<file path="src/shared/pmld_pkg.sv">
// Package for the lane MAC, training and deskew block.
// Assumes one 100 MHz clock and eight lanes of one symbol per clock.
package pmld_pkg;
  // ==========================================================
  // Sizes
  localparam int LANES = 8;
  localparam int SYM_W = 10;
  localparam int FIFO_DEPTH = 8;
  // ==========================================================
  // Symbol codes
  localparam logic [7:0] K_COM = 8'hbc;
  localparam logic [7:0] K_SKP = 8'h1c;
  localparam logic [7:0] K_FTS = 8'h3c;
  localparam logic [7:0] K_PAD = 8'hf7;
  localparam logic [7:0] K_IDL = 8'h7c;
  localparam logic [7:0] D_TS1 = 8'h4a;
  localparam logic [7:0] D_TS2 = 8'h45;
  localparam logic [7:0] D_ZERO = 8'h00;
  localparam logic [7:0] LINK_NUM = 8'h00;
  localparam logic [7:0] NFTS_VAL = 8'h20;
  localparam logic [7:0] RATE_VAL = 8'h02;
  // ==========================================================
  // Ordered set layout
  localparam logic [3:0] POS_LINK = 4'h1;
  localparam logic [3:0] POS_LANE = 4'h2;
  localparam logic [3:0] POS_NFTS = 4'h3;
  localparam logic [3:0] POS_RATE = 4'h4;
  localparam logic [3:0] POS_ID = 4'h6;
  localparam logic [3:0] TS_LAST = 4'hf;
  localparam logic [3:0] SKP_LAST = 4'h3;
  localparam logic [3:0] TS_MIN = 4'h8;
  localparam logic [15:0] LFSR_SEED = 16'hffff;
  localparam logic [2:0] RXDET_YES = 3'h3;
  // ==========================================================
  // Timing
  localparam int CLK_NS = 10;
  localparam int QUIET_NS = 1000;
  localparam logic [10:0] QUIET_CYC = 11'(QUIET_NS / CLK_NS);
  localparam int SKP_NS = 11800;
  localparam logic [10:0] SKP_CYC = 11'(SKP_NS / CLK_NS);
  localparam logic [2:0] DSK_WAIT_CYC = 3'h7;
  // ==========================================================
  // States
  typedef enum logic [2:0] {
    LT_QUIET = 3'b000, LT_DETECT = 3'b001, LT_POLL = 3'b010, LT_CFG = 3'b011, LT_L0 = 3'b100
  } pmld_lt_t;
  typedef enum logic [1:0] {DSK_OFF = 2'b00, DSK_HUNT = 2'b01, DSK_WAIT = 2'b10, DSK_LOCK = 2'b11} pmld_dsk_t;
  typedef enum logic [1:0] {OS_TS1 = 2'b00, OS_TS2 = 2'b01, OS_SKP = 2'b10} pmld_os_t;
  // Control symbol match, used for every lane
  function automatic logic pmld_kmatch(input logic k, input logic [7:0] d, input logic [7:0] c);
    return k && (d == c);
  endfunction : pmld_kmatch
endpackage : pmld_pkg

</file>
<file path="src/rtl/pmld_fifo.sv">
// Small synchronous FIFO with valid/ready on both sides and a flush.
// Depth must be a power of two so the pointers wrap by themselves.
`timescale 1ns/100ps
module pmld_fifo #(
  parameter int W = 10,
  parameter int D = 8
) (
  input wire logic clk_sys,
  input wire logic rst,
  input wire logic flush,
  input wire logic in_valid,
  output logic in_ready,
  input wire logic [W-1:0] in_data,
  output logic out_valid,
  input wire logic out_ready,
  output logic [W-1:0] out_data
);
  localparam int AW = $clog2(D);
  logic [W-1:0] mem_q [D];
  logic [AW-1:0] wp_q, rp_q;
  logic [AW:0] cnt_q;
  wire push = in_valid & in_ready;
  wire pop = out_valid & out_ready;
  // ==========================================================
  // Flags
  assign in_ready = cnt_q != (AW+1)'(D);
  assign out_valid = cnt_q != '0;
  assign out_data = mem_q[rp_q];
  // Storage, no reset needed on data
  always_ff @(posedge clk_sys) begin
    if (push) mem_q[wp_q] <= in_data;
  end
  // Pointers; flush beats a same-cycle push
  always_ff @(posedge clk_sys or posedge rst) begin
    if (rst) begin
      wp_q <= '0;
      rp_q <= '0;
      cnt_q <= '0;
    end else if (flush) begin
      wp_q <= '0;
      rp_q <= '0;
      cnt_q <= '0;
    end else begin
      wp_q <= wp_q + AW'(push);
      rp_q <= rp_q + AW'(pop);
      cnt_q <= cnt_q + (AW+1)'(push) - (AW+1)'(pop);
    end
  end
endmodule : pmld_fifo

</file>
<file path="src/rtl/pmld_scram.sv">
// Lane scrambler LFSR giving eight key bits per symbol.
// Reseeded by COM, held on SKP by the caller through adv.
`timescale 1ns/100ps
module pmld_scram (
  input wire logic clk_sys,
  input wire logic rst,
  input wire logic seed,
  input wire logic adv,
  output logic [7:0] key
);
  logic [15:0] lfsr_q;
  logic [23:0] step_w;
  // ==========================================================
  // Eight serial steps of x^16+x^5+x^4+x^3+1
  function automatic logic [23:0] pmld_step(input logic [15:0] s);
    logic [15:0] l;
    logic [7:0] k;
    l = s;
    k = '0;
    for (int b = 0; b < 8; b++) begin
      k[b] = l[15];
      l = {l[14:0], l[15]} ^ {10'h000, l[15], l[15], l[15], 3'h0};
    end
    return {l, k};
  endfunction : pmld_step
  assign step_w = pmld_step(lfsr_q);
  assign key = step_w[7:0];
  // State update
  always_ff @(posedge clk_sys or posedge rst) begin
    if (rst) lfsr_q <= pmld_pkg::LFSR_SEED;
    else if (seed) lfsr_q <= pmld_pkg::LFSR_SEED;
    else if (adv) lfsr_q <= step_w[23:8];
  end
endmodule : pmld_scram

</file>
<file path="src/rtl/pmld_top.sv">
// Lane MAC, link training, ordered set / skip generation and deskew.
// Assumes PIPE signals synchronous to clk_sys, one symbol per lane per clock.
// Contract
// - One eight-word FIFO per lane holds received symbols during alignment.
// - Each stored symbol is ten bits: data byte, disparity, control flag.
// - FTS, COM and SKP symbols are dropped, never passed upward.
// - Received PAD and IDL become data symbol D0.0.
// - Read only when all eight lane FIFOs hold an entry.
// - After enable, a lane FIFO starts writing after its first COM.
// - Lanes lacking COM within seven cycles: flush all and resynchronise.
// - Aligned lanes form a 64-bit word for the link layer.
// - Receive lanes report type and count of TS1/TS2 received.
// - Transmit lanes pick link layer data or ordered set generator output.
// - Transmit lanes insert lane number; disabled lanes send PAD.
// - Training tracks sent and received training sets per lane.
// - Training drives link-wide and per-lane controls to emit sets.
// - Training enables deskew and reports physical status upward.
// - Same set on all lanes, PAD in link/lane fields where required.
// - Receiver detect: assert PIPE detect, wait for PHY status result.
// - SKP sets go out each interval, never inside a packet.
// - Scramble transmit data, descramble receive data.
`timescale 1ns/100ps
module pmld_top (
  input wire logic clk_sys,
  input wire logic rst,
  input wire logic [63:0] pipe_rx_data,
  input wire logic [7:0] pipe_rx_k,
  input wire logic [7:0] pipe_rx_disp,
  input wire logic pipe_phy_status,
  input wire logic [2:0] pipe_rx_status,
  output logic [63:0] pipe_tx_data,
  output logic [7:0] pipe_tx_k,
  output logic pipe_tx_detect_rx,
  output logic pipe_tx_elec_idle,
  input wire logic [63:0] dll_tx_data,
  input wire logic [7:0] dll_tx_k,
  input wire logic dll_tx_valid,
  input wire logic dll_tx_pkt,
  output logic dll_tx_ready,
  output logic [63:0] dll_rx_data,
  output logic dll_rx_valid,
  input wire logic dll_rx_ready,
  input wire logic [7:0] lane_disable,
  output logic link_up,
  output logic [2:0] ltssm_state,
  output logic deskew_locked,
  output logic deskew_overflow,
  output logic [31:0] rx_ts_cnt,
  output logic [7:0] rx_ts2_flag,
  output logic [31:0] tx_ts_cnt
);
  pmld_pkg::pmld_lt_t lt_q, lt_d;
  pmld_pkg::pmld_dsk_t dsk_q, dsk_d;
  pmld_pkg::pmld_os_t os_kind_q, os_kind_d;
  logic [10:0] tmr_q, skp_tmr_q;
  logic [3:0] os_cnt_q;
  logic [2:0] dsk_cnt_q;
  logic [7:0] sync_q, sync_d;
  logic skp_pend_q, skp_pend_d, os_run_q, os_run_d, rdy_q, rdy_d;
  logic det_q, eidle_q, up_q, lock_q, ovf_q, rxv_q;
  logic [63:0] txd_q, rxw_q, tx_word_w, rd_word_w;
  logic [7:0] txk_q, tx_kw_w, tx_key;
  logic [7:0] com_w, push_w, fill_rdy_w, fo_valid_w, rx_ok_w, tx_ok_w;
  logic [pmld_pkg::SYM_W-1:0] fo_data_w [pmld_pkg::LANES];

  // ==========================================================
  // Shared controls
  wire dsk_en = lt_q == pmld_pkg::LT_L0;
  wire in_cfg = lt_q == pmld_pkg::LT_CFG;
  wire training = (lt_q == pmld_pkg::LT_POLL) | in_cfg;
  wire hunting = (dsk_q == pmld_pkg::DSK_HUNT) | (dsk_q == pmld_pkg::DSK_WAIT);
  wire all_sync = &sync_d;
  wire ovf = |(push_w & ~fill_rdy_w);
  wire timeout = (dsk_q == pmld_pkg::DSK_WAIT) & ~all_sync
    & (dsk_cnt_q == pmld_pkg::DSK_WAIT_CYC - 3'h1);
  wire dsk_flush = ((dsk_q != pmld_pkg::DSK_OFF) & ~dsk_en) | ovf | timeout;
  wire rd_w = (dsk_q == pmld_pkg::DSK_LOCK) & (&fo_valid_w) & (~rxv_q | dll_rx_ready);
  wire tmr_done = tmr_q == pmld_pkg::QUIET_CYC - 11'h001;
  wire skp_hit = skp_tmr_q == pmld_pkg::SKP_CYC - 11'h001;
  wire acc = dll_tx_valid & rdy_q;
  assign sync_d = sync_q | (com_w & {8{hunting}});

  // ==========================================================
  // Ordered set generator
  wire os_is_skp = os_kind_q == pmld_pkg::OS_SKP;
  wire os_last = os_cnt_q == (os_is_skp ? pmld_pkg::SKP_LAST : pmld_pkg::TS_LAST);
  wire os_fld = (os_cnt_q == pmld_pkg::POS_LINK) | (os_cnt_q == pmld_pkg::POS_LANE);
  // SKP waits until the link layer is idle and already stalled
  wire skp_l0 = dsk_en & skp_pend_q & ~rdy_q & ~dll_tx_pkt & ~os_run_q;
  wire os_next = (training & (~os_run_q | os_last)) | skp_l0;
  wire os_k = (os_cnt_q == 4'h0) | os_is_skp | os_fld;
  wire [7:0] os_d = (os_cnt_q == 4'h0) ? pmld_pkg::K_COM
    : os_is_skp ? pmld_pkg::K_SKP
    : os_fld ? pmld_pkg::K_PAD
    : (os_cnt_q == pmld_pkg::POS_NFTS) ? pmld_pkg::NFTS_VAL
    : (os_cnt_q == pmld_pkg::POS_RATE) ? pmld_pkg::RATE_VAL
    : (os_cnt_q < pmld_pkg::POS_ID) ? pmld_pkg::D_ZERO
    : (os_kind_q == pmld_pkg::OS_TS2) ? pmld_pkg::D_TS2 : pmld_pkg::D_TS1;
  // Lane fields are filled per lane only once the link is configuring
  wire lane_fld = in_cfg & os_fld & ~os_is_skp;
  assign os_kind_d = skp_pend_q ? pmld_pkg::OS_SKP
    : in_cfg ? pmld_pkg::OS_TS2 : pmld_pkg::OS_TS1;
  assign os_run_d = os_next | (os_run_q & ~os_last);
  assign skp_pend_d = skp_hit | (skp_pend_q & ~os_next);
  assign rdy_d = (lt_d == pmld_pkg::LT_L0) & ~(skp_pend_d & ~dll_tx_pkt) & ~os_run_d;

  // Transmit scrambler, one key shared by all lanes
  pmld_scram u_tx_scram (
    .clk_sys(clk_sys),
    .rst(rst),
    .seed(os_run_q & (os_cnt_q == 4'h0)),
    .adv(~(os_run_q & os_is_skp)),
    .key(tx_key)
  );

  // ==========================================================
  // Per-lane transmit and receive
  for (genvar i = 0; i < pmld_pkg::LANES; i++) begin : g_lane
    logic [7:0] d_q;
    logic k_q, p_q, t2_q;
    logic [3:0] pos_q, cnt_q, tts_q;
    logic [7:0] key;
    // Transmit lane mux
    wire [7:0] dd = acc ? dll_tx_data[8*i +: 8] : pmld_pkg::D_ZERO;
    wire dk = acc & dll_tx_k[i];
    wire [7:0] fv = (os_cnt_q == pmld_pkg::POS_LINK) ? pmld_pkg::LINK_NUM : 8'(i);
    wire [7:0] sd = dk ? dd : dd ^ tx_key;
    assign tx_word_w[8*i +: 8] = lane_disable[i] ? pmld_pkg::K_PAD
      : os_run_q ? (lane_fld ? fv : os_d) : sd;
    assign tx_kw_w[i] = lane_disable[i] | (os_run_q ? (os_k & ~lane_fld) : dk);
    // Sent training sets on this lane
    always_ff @(posedge clk_sys or posedge rst) begin
      if (rst) tts_q <= 4'h0;
      else if (lt_d != lt_q) tts_q <= 4'h0;
      else if (os_run_q & os_last & ~os_is_skp & ~lane_disable[i] & (tts_q != 4'hf))
        tts_q <= tts_q + 4'h1;
    end
    // Receive decode
    wire com = pmld_pkg::pmld_kmatch(k_q, d_q, pmld_pkg::K_COM);
    wire skp = pmld_pkg::pmld_kmatch(k_q, d_q, pmld_pkg::K_SKP);
    wire fts = pmld_pkg::pmld_kmatch(k_q, d_q, pmld_pkg::K_FTS);
    wire sub = pmld_pkg::pmld_kmatch(k_q, d_q, pmld_pkg::K_PAD)
      | pmld_pkg::pmld_kmatch(k_q, d_q, pmld_pkg::K_IDL);
    wire id = (pos_q == pmld_pkg::POS_ID) & ~k_q;
    wire ts1 = id & (d_q == pmld_pkg::D_TS1);
    wire ts2 = id & (d_q == pmld_pkg::D_TS2);
    pmld_scram u_rx_scram (
      .clk_sys(clk_sys),
      .rst(rst),
      .seed(com),
      .adv(~skp),
      .key(key)
    );
    wire [7:0] dsc = (~k_q & dsk_en) ? d_q ^ key : d_q;
    wire [pmld_pkg::SYM_W-1:0] sym = sub ? {p_q, 1'b0, pmld_pkg::D_ZERO}
      : {p_q, k_q, dsc};
    assign com_w[i] = com;
    assign push_w[i] = sync_q[i] & ~(com | skp | fts) & (dsk_q != pmld_pkg::DSK_OFF);
    // Input capture and set counting
    always_ff @(posedge clk_sys or posedge rst) begin
      if (rst) begin
        d_q <= 8'h00;
        k_q <= 1'b0;
        p_q <= 1'b0;
        pos_q <= 4'h0;
      end else begin
        d_q <= pipe_rx_data[8*i +: 8];
        k_q <= pipe_rx_k[i];
        p_q <= pipe_rx_disp[i];
        pos_q <= com ? 4'h1 : ((pos_q != 4'h0) & (pos_q != pmld_pkg::TS_LAST)) ? pos_q + 4'h1 : 4'h0;
      end
    end
    // Consecutive TS count, restarts when the type changes
    always_ff @(posedge clk_sys or posedge rst) begin
      if (rst) begin
        cnt_q <= 4'h0;
        t2_q <= 1'b0;
      end else if (ts1 | ts2) begin
        t2_q <= ts2;
        cnt_q <= ((t2_q != ts2) | (cnt_q == 4'h0)) ? 4'h1 : (cnt_q == 4'hf) ? cnt_q : cnt_q + 4'h1;
      end
    end
    assign rx_ok_w[i] = lane_disable[i] | ((cnt_q >= pmld_pkg::TS_MIN) & (t2_q == in_cfg));
    assign tx_ok_w[i] = lane_disable[i] | (tts_q >= pmld_pkg::TS_MIN);
    assign rx_ts_cnt[4*i +: 4] = cnt_q;
    assign rx_ts2_flag[i] = t2_q;
    assign tx_ts_cnt[4*i +: 4] = tts_q;
    // Deskew buffer for this lane
    pmld_fifo #(.W(pmld_pkg::SYM_W), .D(pmld_pkg::FIFO_DEPTH)) u_fifo (
      .clk_sys(clk_sys),
      .rst(rst),
      .flush(dsk_flush),
      .in_valid(push_w[i]),
      .in_ready(fill_rdy_w[i]),
      .in_data(sym),
      .out_valid(fo_valid_w[i]),
      .out_ready(rd_w),
      .out_data(fo_data_w[i])
    );
    assign rd_word_w[8*i +: 8] = fo_data_w[i][7:0];
  end

  // ==========================================================
  // Training state machine
  always_comb begin
    lt_d = lt_q;
    unique case (lt_q)
      pmld_pkg::LT_QUIET: if (tmr_done) lt_d = pmld_pkg::LT_DETECT;
      pmld_pkg::LT_DETECT: begin
        if (pipe_phy_status) begin
          lt_d = (pipe_rx_status == pmld_pkg::RXDET_YES) ? pmld_pkg::LT_POLL : pmld_pkg::LT_QUIET;
        end
      end
      pmld_pkg::LT_POLL: if (&rx_ok_w & &tx_ok_w) lt_d = pmld_pkg::LT_CFG;
      pmld_pkg::LT_CFG: if (&rx_ok_w & &tx_ok_w) lt_d = pmld_pkg::LT_L0;
      pmld_pkg::LT_L0: lt_d = pmld_pkg::LT_L0;
      default: lt_d = pmld_pkg::LT_QUIET;
    endcase
  end

  // Deskew state machine; loss of enable or overflow wins
  always_comb begin
    dsk_d = dsk_q;
    unique case (dsk_q)
      pmld_pkg::DSK_OFF: if (dsk_en) dsk_d = pmld_pkg::DSK_HUNT;
      pmld_pkg::DSK_HUNT: if (|com_w) dsk_d = all_sync ? pmld_pkg::DSK_LOCK : pmld_pkg::DSK_WAIT;
      pmld_pkg::DSK_WAIT: begin
        if (all_sync) dsk_d = pmld_pkg::DSK_LOCK;
        else if (timeout) dsk_d = pmld_pkg::DSK_HUNT;
      end
      pmld_pkg::DSK_LOCK: dsk_d = pmld_pkg::DSK_LOCK;
    endcase
    if (~dsk_en) dsk_d = pmld_pkg::DSK_OFF;
    else if (ovf) dsk_d = pmld_pkg::DSK_HUNT;
  end

  // ==========================================================
  // State and timers
  always_ff @(posedge clk_sys or posedge rst) begin
    if (rst) begin
      lt_q <= pmld_pkg::LT_QUIET;
      tmr_q <= 11'h000;
      skp_tmr_q <= 11'h000;
      skp_pend_q <= 1'b0;
    end else begin
      lt_q <= lt_d;
      tmr_q <= (lt_d != lt_q) ? 11'h000 : tmr_q + 11'h001;
      skp_tmr_q <= (~training & ~dsk_en) | skp_hit ? 11'h000 : skp_tmr_q + 11'h001;
      skp_pend_q <= skp_pend_d & (training | dsk_en);
    end
  end

  // Ordered set sequencing
  always_ff @(posedge clk_sys or posedge rst) begin
    if (rst) begin
      os_run_q <= 1'b0;
      os_cnt_q <= 4'h0;
      os_kind_q <= pmld_pkg::OS_TS1;
      rdy_q <= 1'b0;
    end else begin
      os_run_q <= os_run_d;
      os_cnt_q <= os_next ? 4'h0 : os_run_q ? os_cnt_q + 4'h1 : os_cnt_q;
      if (os_next) os_kind_q <= os_kind_d;
      rdy_q <= rdy_d;
    end
  end

  // Deskew control
  always_ff @(posedge clk_sys or posedge rst) begin
    if (rst) begin
      dsk_q <= pmld_pkg::DSK_OFF;
      dsk_cnt_q <= 3'h0;
      sync_q <= 8'h00;
    end else begin
      dsk_q <= dsk_d;
      dsk_cnt_q <= (dsk_q == pmld_pkg::DSK_WAIT) ? dsk_cnt_q + 3'h1 : 3'h0;
      sync_q <= dsk_flush ? 8'h00 : sync_d;
    end
  end

  // ==========================================================
  // Registered outputs; the word holds until the link layer takes it
  always_ff @(posedge clk_sys or posedge rst) begin
    if (rst) begin
      txd_q <= 64'h0;
      txk_q <= 8'h00;
      det_q <= 1'b0;
      eidle_q <= 1'b1;
      up_q <= 1'b0;
      lock_q <= 1'b0;
      ovf_q <= 1'b0;
      rxw_q <= 64'h0;
      rxv_q <= 1'b0;
    end else begin
      txd_q <= tx_word_w;
      txk_q <= tx_kw_w;
      det_q <= lt_d == pmld_pkg::LT_DETECT;
      eidle_q <= (lt_d == pmld_pkg::LT_QUIET) | (lt_d == pmld_pkg::LT_DETECT);
      up_q <= lt_d == pmld_pkg::LT_L0;
      lock_q <= dsk_d == pmld_pkg::DSK_LOCK;
      ovf_q <= ovf;
      if (rd_w) rxw_q <= rd_word_w;
      if (rd_w) rxv_q <= 1'b1;
      else if (dll_rx_ready) rxv_q <= 1'b0;
    end
  end

  assign pipe_tx_data = txd_q;
  assign pipe_tx_k = txk_q;
  assign pipe_tx_detect_rx = det_q;
  assign pipe_tx_elec_idle = eidle_q;
  assign dll_tx_ready = rdy_q;
  assign dll_rx_data = rxw_q;
  assign dll_rx_valid = rxv_q;
  assign link_up = up_q;
  assign ltssm_state = lt_q;
  assign deskew_locked = lock_q;
  assign deskew_overflow = ovf_q;
endmodule : pmld_top

</file>
<file path="config.mk">
export PLATFORM = sky130hd
export DESIGN_NAME = pmld_top
export DESIGN_NICKNAME = d
export VERILOG_FILES = /design/src/shared/pmld_pkg.sv /design/src/rtl/pmld_fifo.sv /design/src/rtl/pmld_scram.sv /design/src/rtl/pmld_top.sv
export SDC_FILE = /design/constraint.sdc
export NUM_CORES = 2
export LEC_CHECK = 0
export BUFFER_PORTS_ARGS = -buffer_cell sky130_fd_sc_hd__buf_2
export CAP_MARGIN = 40
export CELL_PAD_IN_SITES_DETAIL_PLACEMENT = 0
export CELL_PAD_IN_SITES_GLOBAL_PLACEMENT = 1
export CORE_ASPECT_RATIO = 0.9
export CORE_MARGIN = 3
export CORE_UTILIZATION = 55
export DETAILED_ROUTE_END_ITERATION = 7
export PLACE_DENSITY_LB_ADDON = 0.1
export SLEW_MARGIN = 20
export SYNTH_ARGS = -nofsm -noshare
export SYNTH_HDL_FRONTEND = slang
export SYNTH_HIERARCHICAL = 1
export SYNTH_SLANG_ARGS = --single-unit
</file>
<file path="constraint.sdc">
create_clock -name clk_sys -period 31.1 [get_ports clk_sys]
set_clock_uncertainty 0.05 [all_clocks]
set_input_delay 4.665 -clock clk_sys [delete_from_list [all_inputs] [get_ports clk_sys]]
set_output_delay 4.665 -clock clk_sys [all_outputs]
set_load 0.01 [all_outputs]
</file>
## Word level (Yosys, flattened, before mapping)

Memory sizes are Yosys's and may differ from the RTL's. A register that Yosys moved wholly into a read port is not among the register bits.
Cells that the tools add are included.

| cells by class | value |
|---|---|
| add/subtract/negate cells | 60 |
| order comparisons | 17 |
| eq/ne operators | 151 |
| mux-type cells | 208 |
| bitwise logic cells | 338 |
| reduce and logical (&&, ||, !) cells | 93 |

Operators with widths:

| kind | count |
|---|---|
| $xor 16x6->16 | 72 |
| $mux 8 | 52 |
| $mux 16 | 18 |
| $mux 4 | 60 |
| $eq 8x7->1 const B | 24 |
| $and 1x1->1 | 130 |
| $eq 8x8->1 const B | 16 |
| $xor 8x8->8 | 16 |
| $add 4x1->4 const B | 25 |
| $ne 4x4->1 const B | 24 |
| $or 1x1->1 | 79 |
| $mux 3 | 25 |
| $mux 9 | 8 |
| $eq 8x5->1 const B | 8 |
| $eq 8x6->1 const B | 8 |
| $ge 4x4->1 const B | 16 |
| $reduce_bool 4->1 | 16 |
| $add 3x1->3 | 16 |
| $logic_and 1x1->1 | 40 |
| $not 1->1 | 37 |
| $eq 4x3->1 const B | 9 |
| $logic_not 4->1 | 9 |
| $add 4x1->4 | 8 |
| $eq 4x4->1 const B | 8 |
| 34 further kinds | 143 |

| storage, ports and cells | value |
|---|---|
| bits in registers | 533 |
| bits in writable memories | 640 |
| input port bits | 169 |
| output and inout bits | 218 |
| logic and storage cells | 983 |
| memories kept | 8 |

Memories:

| name | depth | width | rd ports | clocked after memory_dff | write ports | RTL line | RTL |
|---|---|---|---|---|---|---|---|
| g_lane[0].u_fifo.mem_q | 8 | 10 | 1 | 1 | 1 | pmld_fifo.sv:19 | `logic [W-1:0] mem_q [D];` |
| g_lane[1].u_fifo.mem_q | 8 | 10 | 1 | 1 | 1 | pmld_fifo.sv:19 |  |
| g_lane[2].u_fifo.mem_q | 8 | 10 | 1 | 1 | 1 | pmld_fifo.sv:19 |  |
| g_lane[3].u_fifo.mem_q | 8 | 10 | 1 | 1 | 1 | pmld_fifo.sv:19 |  |
| g_lane[4].u_fifo.mem_q | 8 | 10 | 1 | 1 | 1 | pmld_fifo.sv:19 |  |
| g_lane[5].u_fifo.mem_q | 8 | 10 | 1 | 1 | 1 | pmld_fifo.sv:19 |  |
| 2 more memories | - | - | - | - | - | - |  |

## Depth between registers and ports, before layout

| depth | value |
|---|---|
| word-level depth | 14 |
| mapped depth | 16 |
| gate-level depth less buffers | 14 |

## Cells and area by module

The synthesis kept the hierarchy.

Modules (own cells, without submodules):

| module | instances | cells an instance | area each (sq um) | seq. area each (sq um) |
|---|---|---|---|---|
| pmld_fifo | 8 | 180 | 3697.3 | 2652.5 |
| pmld_top | 1 | 1990 | 19312.3 | 9335.2 |
| pmld_scram | 9 | 87 | 969.7 | 420.4 |

## Least setup slack after synthesis

No wires, ideal clock.

| path | value |
|---|---|
| kind | in2reg |
| from | in dll_rx_ready |
| to | reg g_lane[2].u_fifo.cnt_q[1] |
| library setup time | 0.132 ns |
| arrival | 6.747 ns |
| required time | 30.918 ns |
| setup slack | 24.171 ns |
| stages | 10 |
| buffers on the path | 2 |
| cell sequence | inv_1 > a21oi_1 > clkbuf_1 > buf_1 > and2_1 > ha_1 > inv_1 > ha_1 > fa_1 > nor2b_1 |

| on the way | value |
|---|---|
| word-level cells in the longest chain between the ends | 5 |

RTL lines:

| what | RTL line | RTL |
|---|---|---|
| from (decl) | pmld_top.sv:42 | `input wire logic dll_rx_ready,` |
| $or 1x1->1 | pmld_top.sv:77 | `wire rd_w = (dsk_q == pmld_pkg::DSK_LOCK) & (&fo_valid_w) & (~rxv_q \| dll_rx_ready);` |
| $and 1x1->1 | pmld_top.sv:77 |  |
| via rd_w | pmld_top.sv:77 |  |
| $and 1x1->1 | pmld_fifo.sv:23 | `wire pop = out_valid & out_ready;` |
| $sub 4x1->4 | pmld_fifo.sv:46 | `cnt_q <= cnt_q + (AW+1)'(push) - (AW+1)'(pop);` |
| $mux 4 | pmld_fifo.sv:39 | `end else if (flush) begin` |
| to (signal assigned) | pmld_fifo.sv:46 |  |
| to (decl) | pmld_fifo.sv:21 | `logic [AW:0] cnt_q;` |

The timed path passes the listed nets, and every way through them passes these cells.
A chain may end at the register's enable or synchronous reset.

## Worst setup path in the final report

| path | value |
|---|---|
| from | in dll_rx_ready |
| to | reg g_lane[0].u_fifo.cnt_q[1] |

| on the way | value |
|---|---|
| word-level cells in the longest chain between the ends | 5 |

RTL lines:

| what | RTL line |
|---|---|
| $or 1x1->1 | pmld_top.sv:77 |
| $and 1x1->1 | pmld_top.sv:77 |
| $and 1x1->1 | pmld_fifo.sv:23 |
| $sub 4x1->4 | pmld_fifo.sv:46 |
| $mux 4 | pmld_fifo.sv:39 |
| to (signal assigned) | pmld_fifo.sv:46 |
| to (decl) | pmld_fifo.sv:21 |

Every way passes these cells.

==> results.toml <==
[status]
status = "finished clean"

[setup_path]
path_max_fanout = 40
reg2regPathDepth = 13
crit_required_ns = 31.59
arrival_ns = 6.98
cp-end-kind = "flip-flop"
cp-start-kind = "input port"
path_class = "input port to flip-flop"

[synth]
avgSynthCellArea_um2 = 13.1
syn-cell-area_mm2 = 0.0525
yosysWarnings = 6
syn_nets = 4344
netlist_instances = 4021

[timing]
finalSetupTns_ns = 0
hold_viol = 0
worst_slew_pin_slew_ns = 0.871
setup_viol = 0
maxSlewViolCount = 0
fin_hold_ws_ns = 0.404
fmax_mhz = 154
slew_headroom_pct = 41.4
rsz0062_at_grt = "no"
period_share_pct = 20.9
period_minus_slack_ns = 6.50

[global_route]
grt_max_degree = 88
grt_pass1_wl_um = 190000
overflow = 0
antenna_found_initial = 9
grt_usage_pct = 24.4
grt_pass1_vias = 32000

[detailed_routing]
drc_errors = 0
wl_um = 122000
wl_per_cell_um = 21.3
routed-via-count = 32300
drtPass1Iterations = 6
detail_route.iter0.violations = 2321
via_per_inst = 5.64
ant_nets = 0

[floorplan]
num_rows = 106
start_util_pct = 56.0
coreArea_mm2 = 0.0938
die-area_mm2 = 0.0992
fp.dieH_um = 299
num_io_pins = 387
fp.dieW_um = 332

[power]
p_comb_share_pct = 31.0
p_per_area_mw_per_mm2 = 88.5
swShare_pct = 31.7
ir_drop_uv = 59.6
clkPwrFrac_pct = 25.6
leakagePower_nw = 24.1
internal_power_mw = 3.58
p_seq_share_pct = 43.4
p_sw_mw = 1.66

[place]
gp_congestion = 0.857
io_buffers = 378
post-dp-hpwl_um = 84400

[clocking]
htreeDepth = 3
clockRootBuffer = "clkbuf_16"
cts-resized-gates = 0
max-clock-path-buffers = 3
clk_pin_slew_ns = 0.06
cts_hold_buf = 0
cts_setup_buffers = 0
cts.sink_count = 1101
clk_latency_ns = 0.69
tritoncts = "done"
cts_buffers = 112

[final_layout]
area_growth_pct = 12.6
final.fill_count = 7277
post_route_cells_drive_above_1_share_pct = 23.7
nets = 4701

[run]
maxCapViolCount = 0

[hold_path]
holdPathStages = 1
hp-class = "flip-flop to flip-flop"
## state kept, by name, summed over array words and instances (netlist names), 8 cells and up
name and cells:
g_lane.t2_q 8, pipe_tx_k 8, pipe_tx_data 64, g_lane.u_fifo/rp_q 24, skp_tmr_q 11, dll_rx_data 64
g_lane.tts_q 32, tmr_q 11, g_lane.u_fifo/wp_q 24, u_tx_scram/lfsr_q 16, g_lane.u_fifo/cnt_q 32, g_lane.cnt_q 32
g_lane.u_fifo/mem_q 512, g_lane.d_q 64, g_lane.pos_q 32, g_lane.u_rx_scram/lfsr_q 128, sync_q 8, g_lane.k_q 8
## layer usage
layer  global-route usage [%]  vias up  share of wire (%)
li1                         -    15200                  -
met1                     34.7    16100                 44
met2                     39.7      777                 48
met3                     3.70      188                4.9
met4                     6.66        2                2.7
met5                        0        -             0.0057
## path summary, 6_finish.rpt
check                                       start                                  end  slack (ns)
max                                  dll_rx_ready  g_lane[0].u_fifo/cnt_q[1]$_DFF_PP0_       24.60
min                        dsk_cnt_q[0]$_DFF_PP0_               dsk_cnt_q[0]$_DFF_PP0_        0.40
max reg2reg                    dsk_q[0]$_DFF_PP0_  g_lane[0].u_fifo/cnt_q[3]$_DFF_PP0_       26.88
min reg2reg                dsk_cnt_q[0]$_DFF_PP0_               dsk_cnt_q[0]$_DFF_PP0_        0.40
max in group asynchronous                     rst          pipe_tx_elec_idle$_DFF_PP1_       25.68
min in group asynchronous                     rst  g_lane[6].u_fifo/cnt_q[1]$_DFF_PP0_        4.27
## metrics by stage
| step | cell area, µm² | util (%) | total power, mW | setup slack, ns | std cells |
|---|---|---|---|---|---|
| finish | 59100 | 63.1 | 5.23 | 24.60 | 5725 |
| detailed placement | 55000 | 58.6 | 3.90 | 23.92 | 5467 |
| floorplan | 52500 | - | 3.56 | 16.25 | 4021 |
| CTS | 58700 | 62.6 | 5.26 | 24.64 | 5680 |
| global route | 59100 | 63.1 | 5.55 | 24.53 | 5722 |
| global placement | 54600 | 58.2 | 3.85 | 23.96 | 5423 |
## cell type report
| cell class | count | area [µm²] | area share (%) |
|---|---|---|---|
| sequential | 1101 | 30300 | 51.2 |
| multi-input combinational | 2513 | 20000 | 33.8 |
| clock buffer | 150 | 3060 | 5.17 |
| timing repair buffer | 496 | 3020 | 5.11 |
| tap | 1242 | 1550 | 2.63 |
| clock inverter | 63 | 616 | 1.04 |
| inverter | 154 | 586 | 0.990 |
| antenna | 6 | 15.0 | 0.0254 |
## critical path, cell delays in order
cell and delay (ns):
buf_2 0.13, inv_1 0.08, a21oi_4 0.14, buf_4 0.59
and2_1 0.27, ha_1 0.24, inv_1 0.06, ha_1 0.18
fa_1 0.43, nor2b_1 0.14
## power by group through the flow
stage	Clock (mW)	Sequential (mW)	Combinational, mW
floorplan	0	2.20	1.36
global placement	0	2.32	1.54
detailed placement	0	2.32	1.58
CTS	1.37	2.30	1.59
global route	1.43	2.32	1.81
finish	1.34	2.27	1.62
## cells in the final DEF, fill, tap and decap left out, types with 23 or more instances in the layout
cell type / n
dfstp_2: 145
buf_2: 383
clkbuf_1: 27
inv_1: 146
or3_1: 52
nand2_1: 179
nor2b_1: 152
nor2_1: 373
nor3_1: 97
nand3_1: 69
mux4_1: 128
ha_1: 146
buf_4: 86
clkbuf_16: 112
o21ai_0: 117
clkinv_1: 28
xnor2_2: 27
xnor2_1: 210
edfxtp_1: 512
a211o_1: 54
xor2_1: 107
nand2b_1: 75
a22oi_1: 56
dfrtp_1: 443
nand4_1: 23
mux2_2: 133
a21oi_1: 192
(Power assumes the default switching activity.)
